[config.mk]
export PLATFORM = sky130hd
export DESIGN_NAME = spf_serial_port
export DESIGN_NICKNAME = d
export VERILOG_FILES = /design/src/verilog/spf_serial_port.v
export VERILOG_INCLUDE_DIRS = /design/src /design/src/verilog
export SDC_FILE = /design/constraint.sdc
export NUM_CORES = 1
export LEC_CHECK = 0
export BUFFER_PORTS_ARGS = -buffer_cell sky130_fd_sc_hd__buf_2
export CORE_MARGIN = 4
export CORE_UTILIZATION = 30
export DETAILED_ROUTE_END_ITERATION = 10
export PLACE_DENSITY_LB_ADDON = 0.08
export SYNTH_ARGS = -nofsm -noshare
export SYNTH_HDL_FRONTEND = slang
export SYNTH_SLANG_ARGS = --single-unit
[constraint.sdc]
create_clock -name aclk -period 7.6 [get_ports aclk]
set_input_delay 0.76 -clock aclk [delete_from_list [all_inputs] [get_ports aclk]]
set_output_delay 0.76 -clock aclk [all_outputs]
set_load 0.02 [all_outputs]
[src/verilog/spf_defines.vh]
// Register offsets, field positions and reset values of the serial port slice.
// Included by the design file; holds definitions only.
`ifndef SPF_DEFINES_VH
`define SPF_DEFINES_VH
// ----------------------------------------
// Register byte offsets
// ----------------------------------------
`define SPF_OFS_CTRL 5'h00
`define SPF_OFS_TXDATA 5'h04
`define SPF_OFS_RXDATA 5'h08
`define SPF_OFS_STATUS 5'h0c
`define SPF_OFS_BAUD 5'h10
// ----------------------------------------
// Control register fields
// ----------------------------------------
`define SPF_BIT_FRAMED 31
`define SPF_BIT_AUDIO 30
`define SPF_BIT_ON 15
`define SPF_BIT_WIDE 11
`define SPF_BIT_MID 10
`define SPF_BIT_PHASE 9
`define SPF_BIT_CKE 8
`define SPF_BIT_SSUSE 7
`define SPF_BIT_POL 6
`define SPF_BIT_MASTER 5
`define SPF_CTRL_MASK 32'hc0008fe0
`define SPF_CTRL_RESET 32'h00000000
`define SPF_BAUD_RESET 16'h0001
// ----------------------------------------
// Status register fields
// ----------------------------------------
`define SPF_ST_TXEMPTY 0
`define SPF_ST_TXFULL 1
`define SPF_ST_RXFULL 2
`define SPF_ST_RXOVF 3
`define SPF_ST_BUSY 4
`define SPF_ST_WS 5
// ----------------------------------------
// Bus answers
// ----------------------------------------
`define SPF_RESP_OKAY 2'b00
`define SPF_RESP_SLVERR 2'b10
`endif

[src/verilog/spf_serial_port.v]
// Serial port with frame/word width configuration, AXI4-Lite registers and a
// transmit FIFO. Assumes one clock aclk; serial pins arrive asynchronously.
//
// Implementation choices: the address map and the AXI4-Lite interface to the registers.
`timescale 1ns/1ps
`include "spf_defines.vh"

// ----------------------------------------
// Transmit FIFO
// ----------------------------------------
module spf_fifo #(
	parameter WIDTH = 32,
	parameter DEPTH = 32,
	parameter AW = 5
) (
	input wire aclk,
	input wire aresetn,
	input wire flush,
	input wire [WIDTH-1:0] in_data,
	input wire in_valid,
	output wire in_ready,
	output wire [WIDTH-1:0] out_data,
	output wire out_valid,
	input wire out_ready
);
	reg [WIDTH-1:0] mem [0:DEPTH-1];
	reg [AW:0] wr_ptr;
	reg [AW:0] rd_ptr;
	wire full = (wr_ptr[AW] != rd_ptr[AW]) && (wr_ptr[AW-1:0] == rd_ptr[AW-1:0]);
	assign in_ready = !full;
	assign out_valid = wr_ptr != rd_ptr;
	assign out_data = mem[rd_ptr[AW-1:0]];
	// Storage has no reset; only pointers define emptiness
	always @(posedge aclk) begin
		if (in_valid && !full)
			mem[wr_ptr[AW-1:0]] <= in_data;
	end
	// Pointers with one extra wrap bit give honest full and empty
	always @(posedge aclk) begin
		if (!aresetn || flush) begin
			wr_ptr <= {(AW+1){1'b0}};
			rd_ptr <= {(AW+1){1'b0}};
		end else begin
			if (in_valid && !full)
				wr_ptr <= wr_ptr + 1'b1;
			if (out_ready && out_valid)
				rd_ptr <= rd_ptr + 1'b1;
		end
	end
endmodule

// Functional notes
// - Audio, both width bits: 24-bit samples, 32-bit words, channels, 64-bit frames.
// - Audio: mid bit gives 16-bit in 32-bit channels; none gives 16/16.
// - Plain serial: wide bit 32-bit, only mid 16-bit, none 8-bit words.
// - Master samples input at bit end when phase bit is 1, else middle.
// - Slave ignores phase bit and always samples at bit middle.
// - Edge bit 1 changes output active-to-idle unless framed; 0 changes idle-to-active.
// - Width bits are writable only while the module is off.
// - Audio operation forces clock polarity to idle high.
// - Slave-select bit set makes slave use the active-low select pin.
// - Polarity 1 idles clock high; 0 idles it low.
// - Master bit 1 selects master role, 0 slave role.
// - Width select bits sit at control bits eleven and ten.
// - Module enable bit turns the port on or off.
module spf_serial_port (
	input wire aclk,
	input wire aresetn,
	input wire [4:0] s_axi_awaddr,
	input wire s_axi_awvalid,
	output wire s_axi_awready,
	input wire [31:0] s_axi_wdata,
	input wire [3:0] s_axi_wstrb,
	input wire s_axi_wvalid,
	output wire s_axi_wready,
	output reg [1:0] s_axi_bresp,
	output reg s_axi_bvalid,
	input wire s_axi_bready,
	input wire [4:0] s_axi_araddr,
	input wire s_axi_arvalid,
	output wire s_axi_arready,
	output reg [31:0] s_axi_rdata,
	output reg [1:0] s_axi_rresp,
	output reg s_axi_rvalid,
	input wire s_axi_rready,
	input wire sclk_i,
	output reg sclk_o,
	output reg sclk_oe_n,
	input wire sdi,
	output reg sdo,
	input wire slave_select_pin_n,
	output reg word_select
);
	reg [31:0] ctrl;
	reg [15:0] baud;
	reg [31:0] rx_data;
	reg rx_full;
	reg rx_ovf;
	reg aw_held;
	reg w_held;
	reg [4:0] aw_addr;
	reg [31:0] w_data;
	reg [3:0] w_strb;
	reg [2:0] sclk_s;
	reg [1:0] sdi_s;
	reg [1:0] ss_s;
	reg busy;
	reg [6:0] t_cnt;
	reg [5:0] bit_cnt;
	reg [15:0] div_cnt;
	reg [31:0] tx_sh;
	reg [31:0] rx_sh;
	reg sclk_act;

	wire on = ctrl[`SPF_BIT_ON];
	wire audio = ctrl[`SPF_BIT_AUDIO];
	wire wide = ctrl[`SPF_BIT_WIDE];
	wire mid = ctrl[`SPF_BIT_MID];
	wire master = ctrl[`SPF_BIT_MASTER];
	wire cke = ctrl[`SPF_BIT_CKE];
	// Framed operation ignores the edge bit; software is expected to keep it zero
	wire eff_cke = cke && !ctrl[`SPF_BIT_FRAMED];
	wire pol = audio | ctrl[`SPF_BIT_POL];

	// ----------------------------------------
	// Word, channel and sample widths
	// ----------------------------------------
	reg [6:0] unit_len;
	reg [6:0] sample_len;
	always @* begin
		if (audio) begin
			unit_len = (wide || mid) ? 7'd32 : 7'd16;
			sample_len = wide ? (mid ? 7'd24 : 7'd32) : 7'd16;
		end else begin
			unit_len = wide ? 7'd32 : (mid ? 7'd16 : 7'd8);
			sample_len = unit_len;
		end
	end

	// ----------------------------------------
	// Register bus
	// ----------------------------------------
	wire fifo_in_ready;
	wire fifo_out_valid;
	wire [31:0] fifo_out_data;
	wire wr_go = aw_held && w_held && !s_axi_bvalid;
	wire wr_tx = wr_go && (aw_addr == `SPF_OFS_TXDATA);
	// A data write to a full FIFO waits, holding the response back
	wire wr_do = wr_go && (!wr_tx || fifo_in_ready);
	wire rd_do = s_axi_arvalid && !s_axi_rvalid;
	wire rd_rx = rd_do && (s_axi_araddr == `SPF_OFS_RXDATA);
	assign s_axi_awready = !aw_held;
	assign s_axi_wready = !w_held;
	assign s_axi_arready = !s_axi_rvalid;

	// Strobe-merged write value for the control register
	wire [31:0] strb_mask = {{8{w_strb[3]}}, {8{w_strb[2]}}, {8{w_strb[1]}}, {8{w_strb[0]}}};
	wire [31:0] ctrl_wr = (w_data & strb_mask) | (ctrl & ~strb_mask);
	// Width bits keep their value while the port runs
	wire [31:0] ctrl_keep = ((32'h1 << `SPF_BIT_WIDE) | (32'h1 << `SPF_BIT_MID)) & {32{on}};
	wire [31:0] ctrl_new = ((ctrl_wr & ~ctrl_keep) | (ctrl & ctrl_keep)) & `SPF_CTRL_MASK;

	// Address and data are latched separately, in either order
	always @(posedge aclk) begin
		if (!aresetn) begin
			aw_held <= 1'b0;
			w_held <= 1'b0;
			aw_addr <= 5'h00;
			w_data <= 32'h00000000;
			w_strb <= 4'h0;
			s_axi_bvalid <= 1'b0;
			s_axi_bresp <= `SPF_RESP_OKAY;
			ctrl <= `SPF_CTRL_RESET;
			baud <= `SPF_BAUD_RESET;
		end else begin
			if (s_axi_awvalid && !aw_held) begin
				aw_held <= 1'b1;
				aw_addr <= s_axi_awaddr;
			end
			if (s_axi_wvalid && !w_held) begin
				w_held <= 1'b1;
				w_data <= s_axi_wdata;
				w_strb <= s_axi_wstrb;
			end
			if (s_axi_bvalid && s_axi_bready)
				s_axi_bvalid <= 1'b0;
			if (wr_do) begin
				aw_held <= 1'b0;
				w_held <= 1'b0;
				s_axi_bvalid <= 1'b1;
				s_axi_bresp <= `SPF_RESP_OKAY;
				case (aw_addr)
				`SPF_OFS_CTRL: ctrl <= ctrl_new;
				`SPF_OFS_BAUD: baud <= ctrl_wr[15:0];
				`SPF_OFS_TXDATA, `SPF_OFS_STATUS, `SPF_OFS_RXDATA: ;
				default: s_axi_bresp <= `SPF_RESP_SLVERR;
				endcase
			end
		end
	end

	// Read answer one cycle after the address is taken
	always @(posedge aclk) begin
		if (!aresetn) begin
			s_axi_rvalid <= 1'b0;
			s_axi_rdata <= 32'h00000000;
			s_axi_rresp <= `SPF_RESP_OKAY;
		end else if (rd_do) begin
			s_axi_rvalid <= 1'b1;
			s_axi_rresp <= `SPF_RESP_OKAY;
			case (s_axi_araddr)
			`SPF_OFS_CTRL: s_axi_rdata <= ctrl;
			`SPF_OFS_BAUD: s_axi_rdata <= {16'h0000, baud};
			`SPF_OFS_RXDATA: s_axi_rdata <= rx_data;
			`SPF_OFS_STATUS: s_axi_rdata <= {26'h0000000, word_select, busy, rx_ovf,
				rx_full, !fifo_in_ready, !fifo_out_valid};
			`SPF_OFS_TXDATA: s_axi_rdata <= 32'h00000000;
			default: begin
				s_axi_rdata <= 32'h00000000;
				s_axi_rresp <= `SPF_RESP_SLVERR;
			end
			endcase
		end else if (s_axi_rready) begin
			s_axi_rvalid <= 1'b0;
		end
	end

	// ----------------------------------------
	// Pin synchronisers
	// ----------------------------------------
	// Third clock stage serves only the edge detector
	always @(posedge aclk) begin
		if (!aresetn) begin
			sclk_s <= 3'h0;
			sdi_s <= 2'h0;
			ss_s <= 2'h3;
		end else begin
			sclk_s <= {sclk_s[1:0], sclk_i};
			sdi_s <= {sdi_s[0], sdi};
			ss_s <= {ss_s[0], slave_select_pin_n};
		end
	end

	// ----------------------------------------
	// Serial engine strobes
	// ----------------------------------------
	wire [6:0] two_n = {unit_len[5:0], 1'b0};
	wire [6:0] t_next = t_cnt + 7'd1;
	wire m_tick = busy && master && (div_cnt == 16'h0000);
	wire m_lead = t_next[0];
	// Middle falls on the edge opposite the change edge
	wire m_mid = m_tick && (eff_cke ? m_lead : !m_lead) && (t_next <= two_n);
	wire m_end = m_tick && (eff_cke ? !m_lead : (m_lead && t_next > 7'd1));
	wire s_lead = (sclk_s[1] != pol) && (sclk_s[2] == pol);
	wire s_trail = (sclk_s[1] == pol) && (sclk_s[2] != pol);
	wire s_mid = busy && !master && (eff_cke ? s_lead : s_trail);
	// When output changes idle-to-active, the first change edge of a slave word only presents the already loaded bit
	wire s_chg = busy && !master && (eff_cke ? s_trail : s_lead) && (bit_cnt != 6'd0);
	wire phase_end = ctrl[`SPF_BIT_PHASE] && master;
	wire do_sample = (master ? (phase_end ? m_end : m_mid) : s_mid)
		&& ({1'b0, bit_cnt} < unit_len);
	wire do_shift = master ? m_end : s_chg;
	wire [31:0] rx_next = {rx_sh[30:0], sdi_s[1]};
	wire [5:0] bits_after = bit_cnt + {5'd0, do_sample};
	wire last_bit = do_sample && ({1'b0, bits_after} == unit_len);
	wire m_done = m_tick && (t_next >= two_n) && ({1'b0, bits_after} == unit_len);
	wire unit_done = master ? m_done : last_bit;
	wire ss_ok = !ctrl[`SPF_BIT_SSUSE] || !ss_s[1];
	wire m_start = on && master && !busy && fifo_out_valid;
	wire s_start = on && !master && !busy && ss_ok;
	wire s_abort = busy && !master && !ss_ok;
	wire fifo_pop = m_start || (s_start && fifo_out_valid);
	wire [5:0] pad = 6'd32 - sample_len[5:0];
	wire [31:0] tx_load = fifo_out_valid ? (fifo_out_data << pad) : 32'h00000000;

	spf_fifo #(
		.WIDTH(32),
		.DEPTH(32),
		.AW(5)
	) u_txfifo (
		.aclk(aclk),
		.aresetn(aresetn),
		.flush(!on),
		.in_data(w_data),
		.in_valid(wr_tx),
		.in_ready(fifo_in_ready),
		.out_data(fifo_out_data),
		.out_valid(fifo_out_valid),
		.out_ready(fifo_pop)
	);

	// ----------------------------------------
	// Shift engine
	// ----------------------------------------
	// Switching the port off drops any word in flight
	always @(posedge aclk) begin
		if (!aresetn || !on) begin
			busy <= 1'b0;
			t_cnt <= 7'd0;
			bit_cnt <= 6'd0;
			div_cnt <= 16'h0000;
			tx_sh <= 32'h00000000;
			rx_sh <= 32'h00000000;
			sclk_act <= 1'b0;
		end else if (m_start || s_start) begin
			busy <= 1'b1;
			t_cnt <= 7'd0;
			bit_cnt <= 6'd0;
			div_cnt <= baud;
			tx_sh <= tx_load;
			sclk_act <= 1'b0;
		end else if (s_abort) begin
			busy <= 1'b0;
		end else if (busy) begin
			if (master)
				div_cnt <= (div_cnt == 16'h0000) ? baud : div_cnt - 16'h0001;
			if (m_tick) begin
				t_cnt <= t_next;
				if (t_next <= two_n)
					sclk_act <= !sclk_act;
			end
			if (do_sample) begin
				bit_cnt <= bits_after;
				if ({1'b0, bit_cnt} < sample_len)
					rx_sh <= rx_next;
			end
			if (do_shift)
				tx_sh <= {tx_sh[30:0], 1'b0};
			if (unit_done)
				busy <= 1'b0;
		end
	end

	// Only sample bits reach the receive word; padding bits are dropped
	wire [31:0] rx_word = ({1'b0, bit_cnt} < sample_len) ? rx_next : rx_sh;

	// Receive holding register; a new word beats a read in the same cycle
	always @(posedge aclk) begin
		if (!aresetn) begin
			rx_data <= 32'h00000000;
			rx_full <= 1'b0;
			rx_ovf <= 1'b0;
			word_select <= 1'b0;
		end else begin
			if (rd_rx)
				rx_full <= 1'b0;
			if (wr_do && aw_addr == `SPF_OFS_STATUS && w_strb[0] && w_data[`SPF_ST_RXOVF])
				rx_ovf <= 1'b0;
			if (busy && unit_done) begin
				rx_data <= rx_word;
				rx_full <= 1'b1;
				if (rx_full && !rd_rx)
					rx_ovf <= 1'b1;
				word_select <= audio ? !word_select : 1'b0;
			end else if (!audio) begin
				word_select <= 1'b0;
			end
		end
	end

	// ----------------------------------------
	// Pin outputs
	// ----------------------------------------
	// Slave leaves the clock pin undriven and follows the peer
	always @(posedge aclk) begin
		if (!aresetn) begin
			sclk_o <= 1'b0;
			sclk_oe_n <= 1'b1;
			sdo <= 1'b0;
		end else begin
			sclk_o <= sclk_act ? !pol : pol;
			sclk_oe_n <= !(on && master);
			sdo <= tx_sh[31];
		end
	end
endmodule

==> implementation parameters, run 1 <==
Parameter                              Value

Outcome
  Outcome    completed

Setup path
  Slowest stage delay, CP    0.56 ns
  CP startpoint kind    flop
  Maximum net fanout on the critical path    68
  Type of the setup path with the least slack    reg2reg
  List of cells traversed by the critical path    ha_1 > nand2_1 > nor2_1 > xnor2_1 > inv_1 > ha_1 > nand3_1 > a211oi_1 > a21oi_1 > nor4b_2 > o21ai_2 > nand2_1 > ha_1 > ha_1 > nand3_1 > xnor2_1 > xnor2_1 > nand4_1 > a21oi_4 > buf_4 > xor2_1 > and3_1
  Endpoint class of the critical path    flop
  Worst R2R End    word_select
  Signal arrival time at the worst endpoint    about 5.6 ns
  Internal reg-to-reg setup slack    between 2 and 3 ns
  Slowest-stage cell, CP    buf_4
  Worst Reg-to-Reg Cells    22
  Critical path's most frequent cell    ha_1
  Required time worst endpoint    around 8.3 ns
  Crit Reg-Reg Startpoint    t_cnt[0]

Clock network
  Clock root buffer    clkbuf_16
  Number of hold buffers added after CTS    0
  H-Tree Level Count    4
  Buffers inserted by post-CTS timing repair    0
  Post-CTS sizing    0
  Maximum buffer depth of the clock tree    3
  Clock tree from TritonCTS    done
  Count of clock tree sinks    1285
  Clk slew on worst S/H paths    0.06 ns
  Clock latency at the later pin of the worst-skew pair    0.78 ns
  Number of buffers created by CTS    151

Global route
  Wire length of the first global-routing pass    221.2 mm
  Aggregate global-route resource usage    17.59%
  Antenna violations before repair    8
  Vias in the first global route    29540
  Pin count of the biggest net entering global routing    116
  Global route total overflow    0

Cells and area
  Layout Cell Area excl Fill    59140 um2
  Share of layout cells above drive strength 1    roughly 20%
  Post-layout nets    3361
  Antenna fix cells    0
  Area growth, synth to finish    16.02%

Floorplan
  Die W    420.2 um
  Die Y-Extent    420.2 um
  Top-Level Pins    101
  Area inside the core boundary    between 150000 and 200000 um2
  Number of core rows    151
  Total die area    176600 um2
  Initial core utilization    between 30 and 40%

Drt
  Post-DR wirelength/cell    27.69 um
  Top layer reached by signal wires    met4
  Vias per std cell    approximately 5.1
  DRC violations left    0
  Detailed Route Iter0 Violations    2435
  Detailed Route WL    155.8 mm
  DR WL met3    6.270 mm
  Length of the first detailed-routing pass in iterations    5
  Detailed-route wire length on metal 1    70.22 mm
  Antenna-violating nets left    0
  Routed via count    about 29000
  Metal2 WL    76.47 mm

Min path
  Worst-case hold path end point    ss_s[0]
  Type of the tightest min-delay check    in2reg
  Cell depth of the worst hold path    2
  Hold_sp    slave_select_pin_n

Timing
  Final TNS setup    0 ns
  Slew HR    between 10% and 20%
  Final Hold Viols    0
  Slew at the pin closest to its max-slew limit    1.258 ns
  Clock period minus final worst setup slack    4.940 ns
  Part of the cycle the worst path needs    65.00%
  Final number of setup-violating endpoints    0
  Final-report max-slew violation count    0
  Fin worst setup slack    between 2 and 3 ns
  Post-route clock skew    about 0.032 ns
  Worst hold slack    about 0.19 ns
  Highest achievable clock rate    202.4 MHz
  Unrepaired setup endpoints after global routing    no

Logic synthesis
  Top cells by area, synth    edfxtp_1, dfxtp_1, mux4_2, mux2i_1, nand2_1
  Primary FF master, synth    edfxtp_1
  Yosys top cell area share    just over 60%
  Yosys warning count    0
  Part of the Yosys area used for sequential elements    70.57%
  Cells after Synth    3130
  Dominant cell by count in the synthesized netlist    edfxtp_1
  Cell type contributing the most total cell area after synthesis    edfxtp_1
  Netlist cell types    80
  Post-synthesis average cell area    16.29 um2
  Post-synth top cells    edfxtp_1, nand2_1, dfxtp_1
  Number of enable flip-flop cells after synthesis    1024
  Mapped cell area    50980 um2
  Synthesis-stage register bit count    1285
  Async set-or-reset flop fraction in the synthesized netlist    0%

Place
  Placed Instance Area    54490 um2
  Port-buffer cells    97
  Final weighted congestion of routability-driven global placement    around 0.8
  Worst setup timing slack at the placement stage    2.700 ns
  Estimated wirelength of the detail-placed design    between 80 and 90 mm

Power and ir drop
  Leakage dissipation    19.60 nW
  Total Power Consumption    roughly 15 mW
  Areal power density over the cells    248.2 nW/um2
  Worst supply voltage drop on vdd    193.4 uV

Flow run
  Max-cap viol count    0
worst max-delay path by stage:
| stage | startpoint | to | depth (start not counted) |
|---|---|---|---|
| floorplan | t_cnt[0] | rx_data[10] | 22 |
| global placement | t_cnt[0] | word_select | 22 |
| detailed placement | t_cnt[0] | word_select | 22 |
| CTS | t_cnt[0] | word_select | 22 |
| global route | t_cnt[0] | rx_data[20] | 22 |
| finish | t_cnt[0] | word_select | 22 |
per-stage QoR:
stage	util, %	std cells
finish	34.98	5624
global placement	32.23	5352
detailed placement	32.23	5352
CTS	34.98	5624
floorplan	-	3131
global route	34.98	5624
routing by layer:
layer  vias up  track usage [%]
met5         -                0
met4         0            3.827
met3       176            2.934
met2       650            29.53
met1     15230            24.02
li1      12640                -
registers in the layout, indices dropped and copies added (netlist names), 16 cells and up, named ones only:
name and count:
baud 16, tx_sh 32, rx_data 32, u_txfifo.mem 1024, rx_sh 32, div_cnt 16
s_axi_rdata 32, w_data 32
cells by family after synthesis:
group	share of synthesized area, %
and+or+nand+nor	6.168
other	0.007356
AOI/OAI and AO/OA	6.890
xor gates and xnor gates	0.5670
DFF	70.57
adders and majority gates	0.4614
muxes	13.56
buffers and inverters	1.779
cells in the final DEF (no fill, tap or decap), drive strengths merged, types with 34 or more instances in the layout:
cell       n
edfxtp  1024
nand2    298
dfxtp    261
mux4     229
clkbuf   198
buf      185
mux2i    165
nor2     115
o21ai    104
a21oi     77
o22ai     69
a21boi    69
clkinv    59
nor2b     55
nand3     54
a22oi     53
o211a     44
inv       34
critical path: cells and delay by family, from the launching register on:
kind / cells / cell delay [ns]
xor gates and xnor gates: 4 / 0.67
buffers and inverters: 2 / 0.64
and+or+nand+nor: 8 / 1.30
DFF: 1 / 0.45
adders and majority gates: 4 / 0.98
AOI/OAI and AO/OA: 4 / 0.78
report_power, final:
group	switching [mW]	leakage [nW]	internal, mW	total [mW]
Sequential	0.0617	11.9	7.61	7.67
Clock	2.84	2.26	3.99	6.83
Combinational	0.128	5.42	0.0464	0.174
layout make-up:
| class | instances | area [um2] |
|---|---|---|
| clock buffers | 198 | 4100 |
| clock inverters | 74 | 553.0 |
| fillers | 15990 | 109900 |
| inverters | 29 | 108.9 |
| multi-input cells | 1635 | 14440 |
| flip-flops and latches | 1285 | 35990 |
| well taps | 2218 | 2775 |
| repair buffers | 185 | 1177 |
(Power assumes the default switching activity.)
==> run 2: changes to the inputs <==
==> constraint.sdc (replaced) <==
create_clock -name aclk -period 4.2 [get_ports aclk]
set_input_delay 0.42 -clock aclk [delete_from_list [all_inputs] [get_ports aclk]]
set_output_delay 0.42 -clock aclk [all_outputs]
set_load 0.02 [all_outputs]
==> run 2 against run 1 <==
Non-clock buffer count up 128; clock power increased by 86%; power is 83% higher; combinational power grew 110%; hold slack got worse by 0.15 ns; global-route usage grew 0.70 points; design area is 2.5% higher; sequential cell count stayed put; wire length is 4.3% higher; first-iteration DRC count rose by 5.1%; clock skew decreased by 0.0029 ns; critical path type unchanged; largest power group unchanged.
==> implementation parameters, run 2 (same netlist as run 1, synthesis figures left out) <==
Parameter                              Value

Setup path
  Worst R2R End    rx_data[24]
  Worst Reg-to-Reg Cells    22
  Required time worst endpoint    about 4.9 ns
  Internal reg-to-reg setup slack    0.17 ns
  Maximum net fanout on the critical path    15
  Slowest-stage cell, CP    dfxtp_1
  Endpoint class of the critical path    flop
  Slowest stage delay, CP    between 0.3 and 0.4 ns
  Crit Reg-Reg Startpoint    t_cnt[3]
  CP startpoint kind    flop
  Signal arrival time at the worst endpoint    4.73 ns
  List of cells traversed by the critical path    nand4_1 > nor2_2 > xnor2_2 > inv_1 > ha_1 > nor2b_1 > o21ai_1 > a21oi_1 > nor4b_2 > o21ai_2 > nand2_1 > ha_1 > ha_2 > nand3_1 > xnor2_1 > xnor2_1 > nand4_1 > a21oi_4 > buf_4 > buf_12 > buf_4 > o211a_1
  Type of the setup path with the least slack    reg2reg

Global route
  Pin count of the biggest net entering global routing    65
  Vias in the first global route    30510
  Wire length of the first global-routing pass    229.3 mm
  Aggregate global-route resource usage    18.29%
  Global route total overflow    0
  Antenna violations before repair    5

Clock network
  Clock latency at the later pin of the worst-skew pair    ~0.78 ns
  Clk slew on worst S/H paths    ~0.060 ns
  H-Tree Level Count    4
  Count of clock tree sinks    1285
  Clock tree from TritonCTS    done
  Clock root buffer    clkbuf_16
  Maximum buffer depth of the clock tree    3
  Number of buffers created by CTS    147

Power and ir drop
  Worst supply voltage drop on vdd    roughly 360 uV
  Leakage dissipation    20.31 nW
  Total Power Consumption    between 20 and 30 mW
  Areal power density over the cells    approximately 440 nW/um2

Cells and area
  Most common cell after layout, fill and taps aside    edfxtp_1
  Antenna fix cells    0
  Share of layout cells above drive strength 1    roughly 22%
  Leading cell types in the layout, fill and taps excluded    edfxtp_1, nand2_1, dfxtp_1, mux4_2, mux2i_1
  Number of flip-flops under the largest register name    around 1000
  Area growth, synth to finish    18.98%
  Post-layout nets    around 3500

Timing
  Final TNS setup    0 ns
  Final Hold Viols    0
  Highest achievable clock rate    approximately 250 MHz
  Slew HR    around 11%
  Fin worst setup slack    0.1749 ns
  Post-route clock skew    0.02955 ns
  Slew at the pin closest to its max-slew limit    1.334 ns
  Final number of setup-violating endpoints    0
  Clock period minus final worst setup slack    4.025 ns
  Part of the cycle the worst path needs    95.83%
  Final-report max-slew violation count    0

Drt
  Detailed Route Iter0 Violations    2560
  Routed via count    roughly 30000
  Antenna-violating nets left    0
  Vias per std cell    5.133
  Length of the first detailed-routing pass in iterations    7
  DRC violations left    0
  Post-DR wirelength/cell    28.25 um
  Detailed Route WL    162.4 mm

Place
  Port-buffer cells    a little under 100
  Final weighted congestion of routability-driven global placement    approximately 0.80
  Worst setup timing slack at the placement stage    -0.008601 ns
  Estimated wirelength of the detail-placed design    about 95 mm

Floorplan
  Area inside the core boundary    169100 um2
  Die Y-Extent    approximately 420 um
  Top-Level Pins    101
  Total die area    176600 um2
  Initial core utilization    30.15%
  Number of core rows    151
  Die W    420.2 um

Min path
  Type of the tightest min-delay check    in2reg
  Cell depth of the worst hold path    3
  Worst-case hold path end point    w_data[17]
  Hold_sp    s_axi_wdata[17]

Outcome
  Outcome    completed

Flow run
  Max-cap viol count    0
## run 2: worst max path at each step
| stage | slack, ns | depth (start not counted) | startpoint | endpoint |
|---|---|---|---|---|
| final | 0.17 | 22 | t_cnt[3] | rx_data[24] |
| after global routing | -0.006 | 22 | t_cnt[3] | word_select |
| after CTS | 0.02 | 23 | t_cnt[0] | rx_data[7] |
| after detailed placement | -0.009 | 21 | t_cnt[4] | rx_data[24] |
| after global placement | -0.03 | 22 | t_cnt[0] | rx_data[22] |
| after floorplan | 0.21 | 22 | t_cnt[0] | rx_data[20] |
## run 2: power breakdown
part	switching [mW]	leakage (nW)	internal, mW	total [mW]
sequential	0.105	11.9	13.8	13.9
clock	5.19	2.31	7.50	12.7
combinational	0.251	6.09	0.117	0.368
total	5.54	20.3	21.4	26.9
## run 2: what timing repair did
item                                   4_1_cts  5_1_grt
gates resized for setup                      3       13
hold buffers                                49        0
buffers inserted                             1        6
setup endpoints to repair                   15       36
cloned                                       1        1
endpoints found under the hold margin       61        0
pin swaps                                    0        7
## run 2: routing by layer
layer,vias up,part of all wire (%),GRT usage [%]
met1,15630,45,25.31
met5,-,0,0
li1,12920,-,-
met3,198,4.4,2.875
met2,777,48,30.22
met4,0,2.2,4.470
## run 2: final cells by class
cell class / count / area [um2]
clock buffers: 208 / 4103
well taps: 2218 / 2775
clock inverters: 62 / 649.4
fillers: 15920 / 108400
repair buffers: 313 / 2566
inverters: 29 / 108.9
multi-input cells: 1635 / 14450
flip-flops and latches: 1285 / 36000
## run 2: worst max-delay path, delay by kind of cell (launching register included)
kind | cells | cell delay (ns)
compound gates | 5 | 0.70
xor+xnor | 3 | 0.55
fa+ha+maj | 3 | 0.70
buf+inv | 4 | 0.51
flops | 1 | 0.36
simple gates | 7 | 1.12
## run 2: metrics by stage
stage / std cells / area [um2] / hold slack, ns / util, %
final: 5750 / 60650 / 0.03967 / 35.87
after global routing: 5750 / 60650 / 0.03629 / 35.87
after CTS: 5744 / 60570 / 0.01291 / 35.82
after detailed placement: 5423 / 55270 / 0.4061 / 32.69
after global placement: 5423 / 55270 / 0.4019 / 32.69
after floorplan: 3131 / 50980 / 0.3863 / -
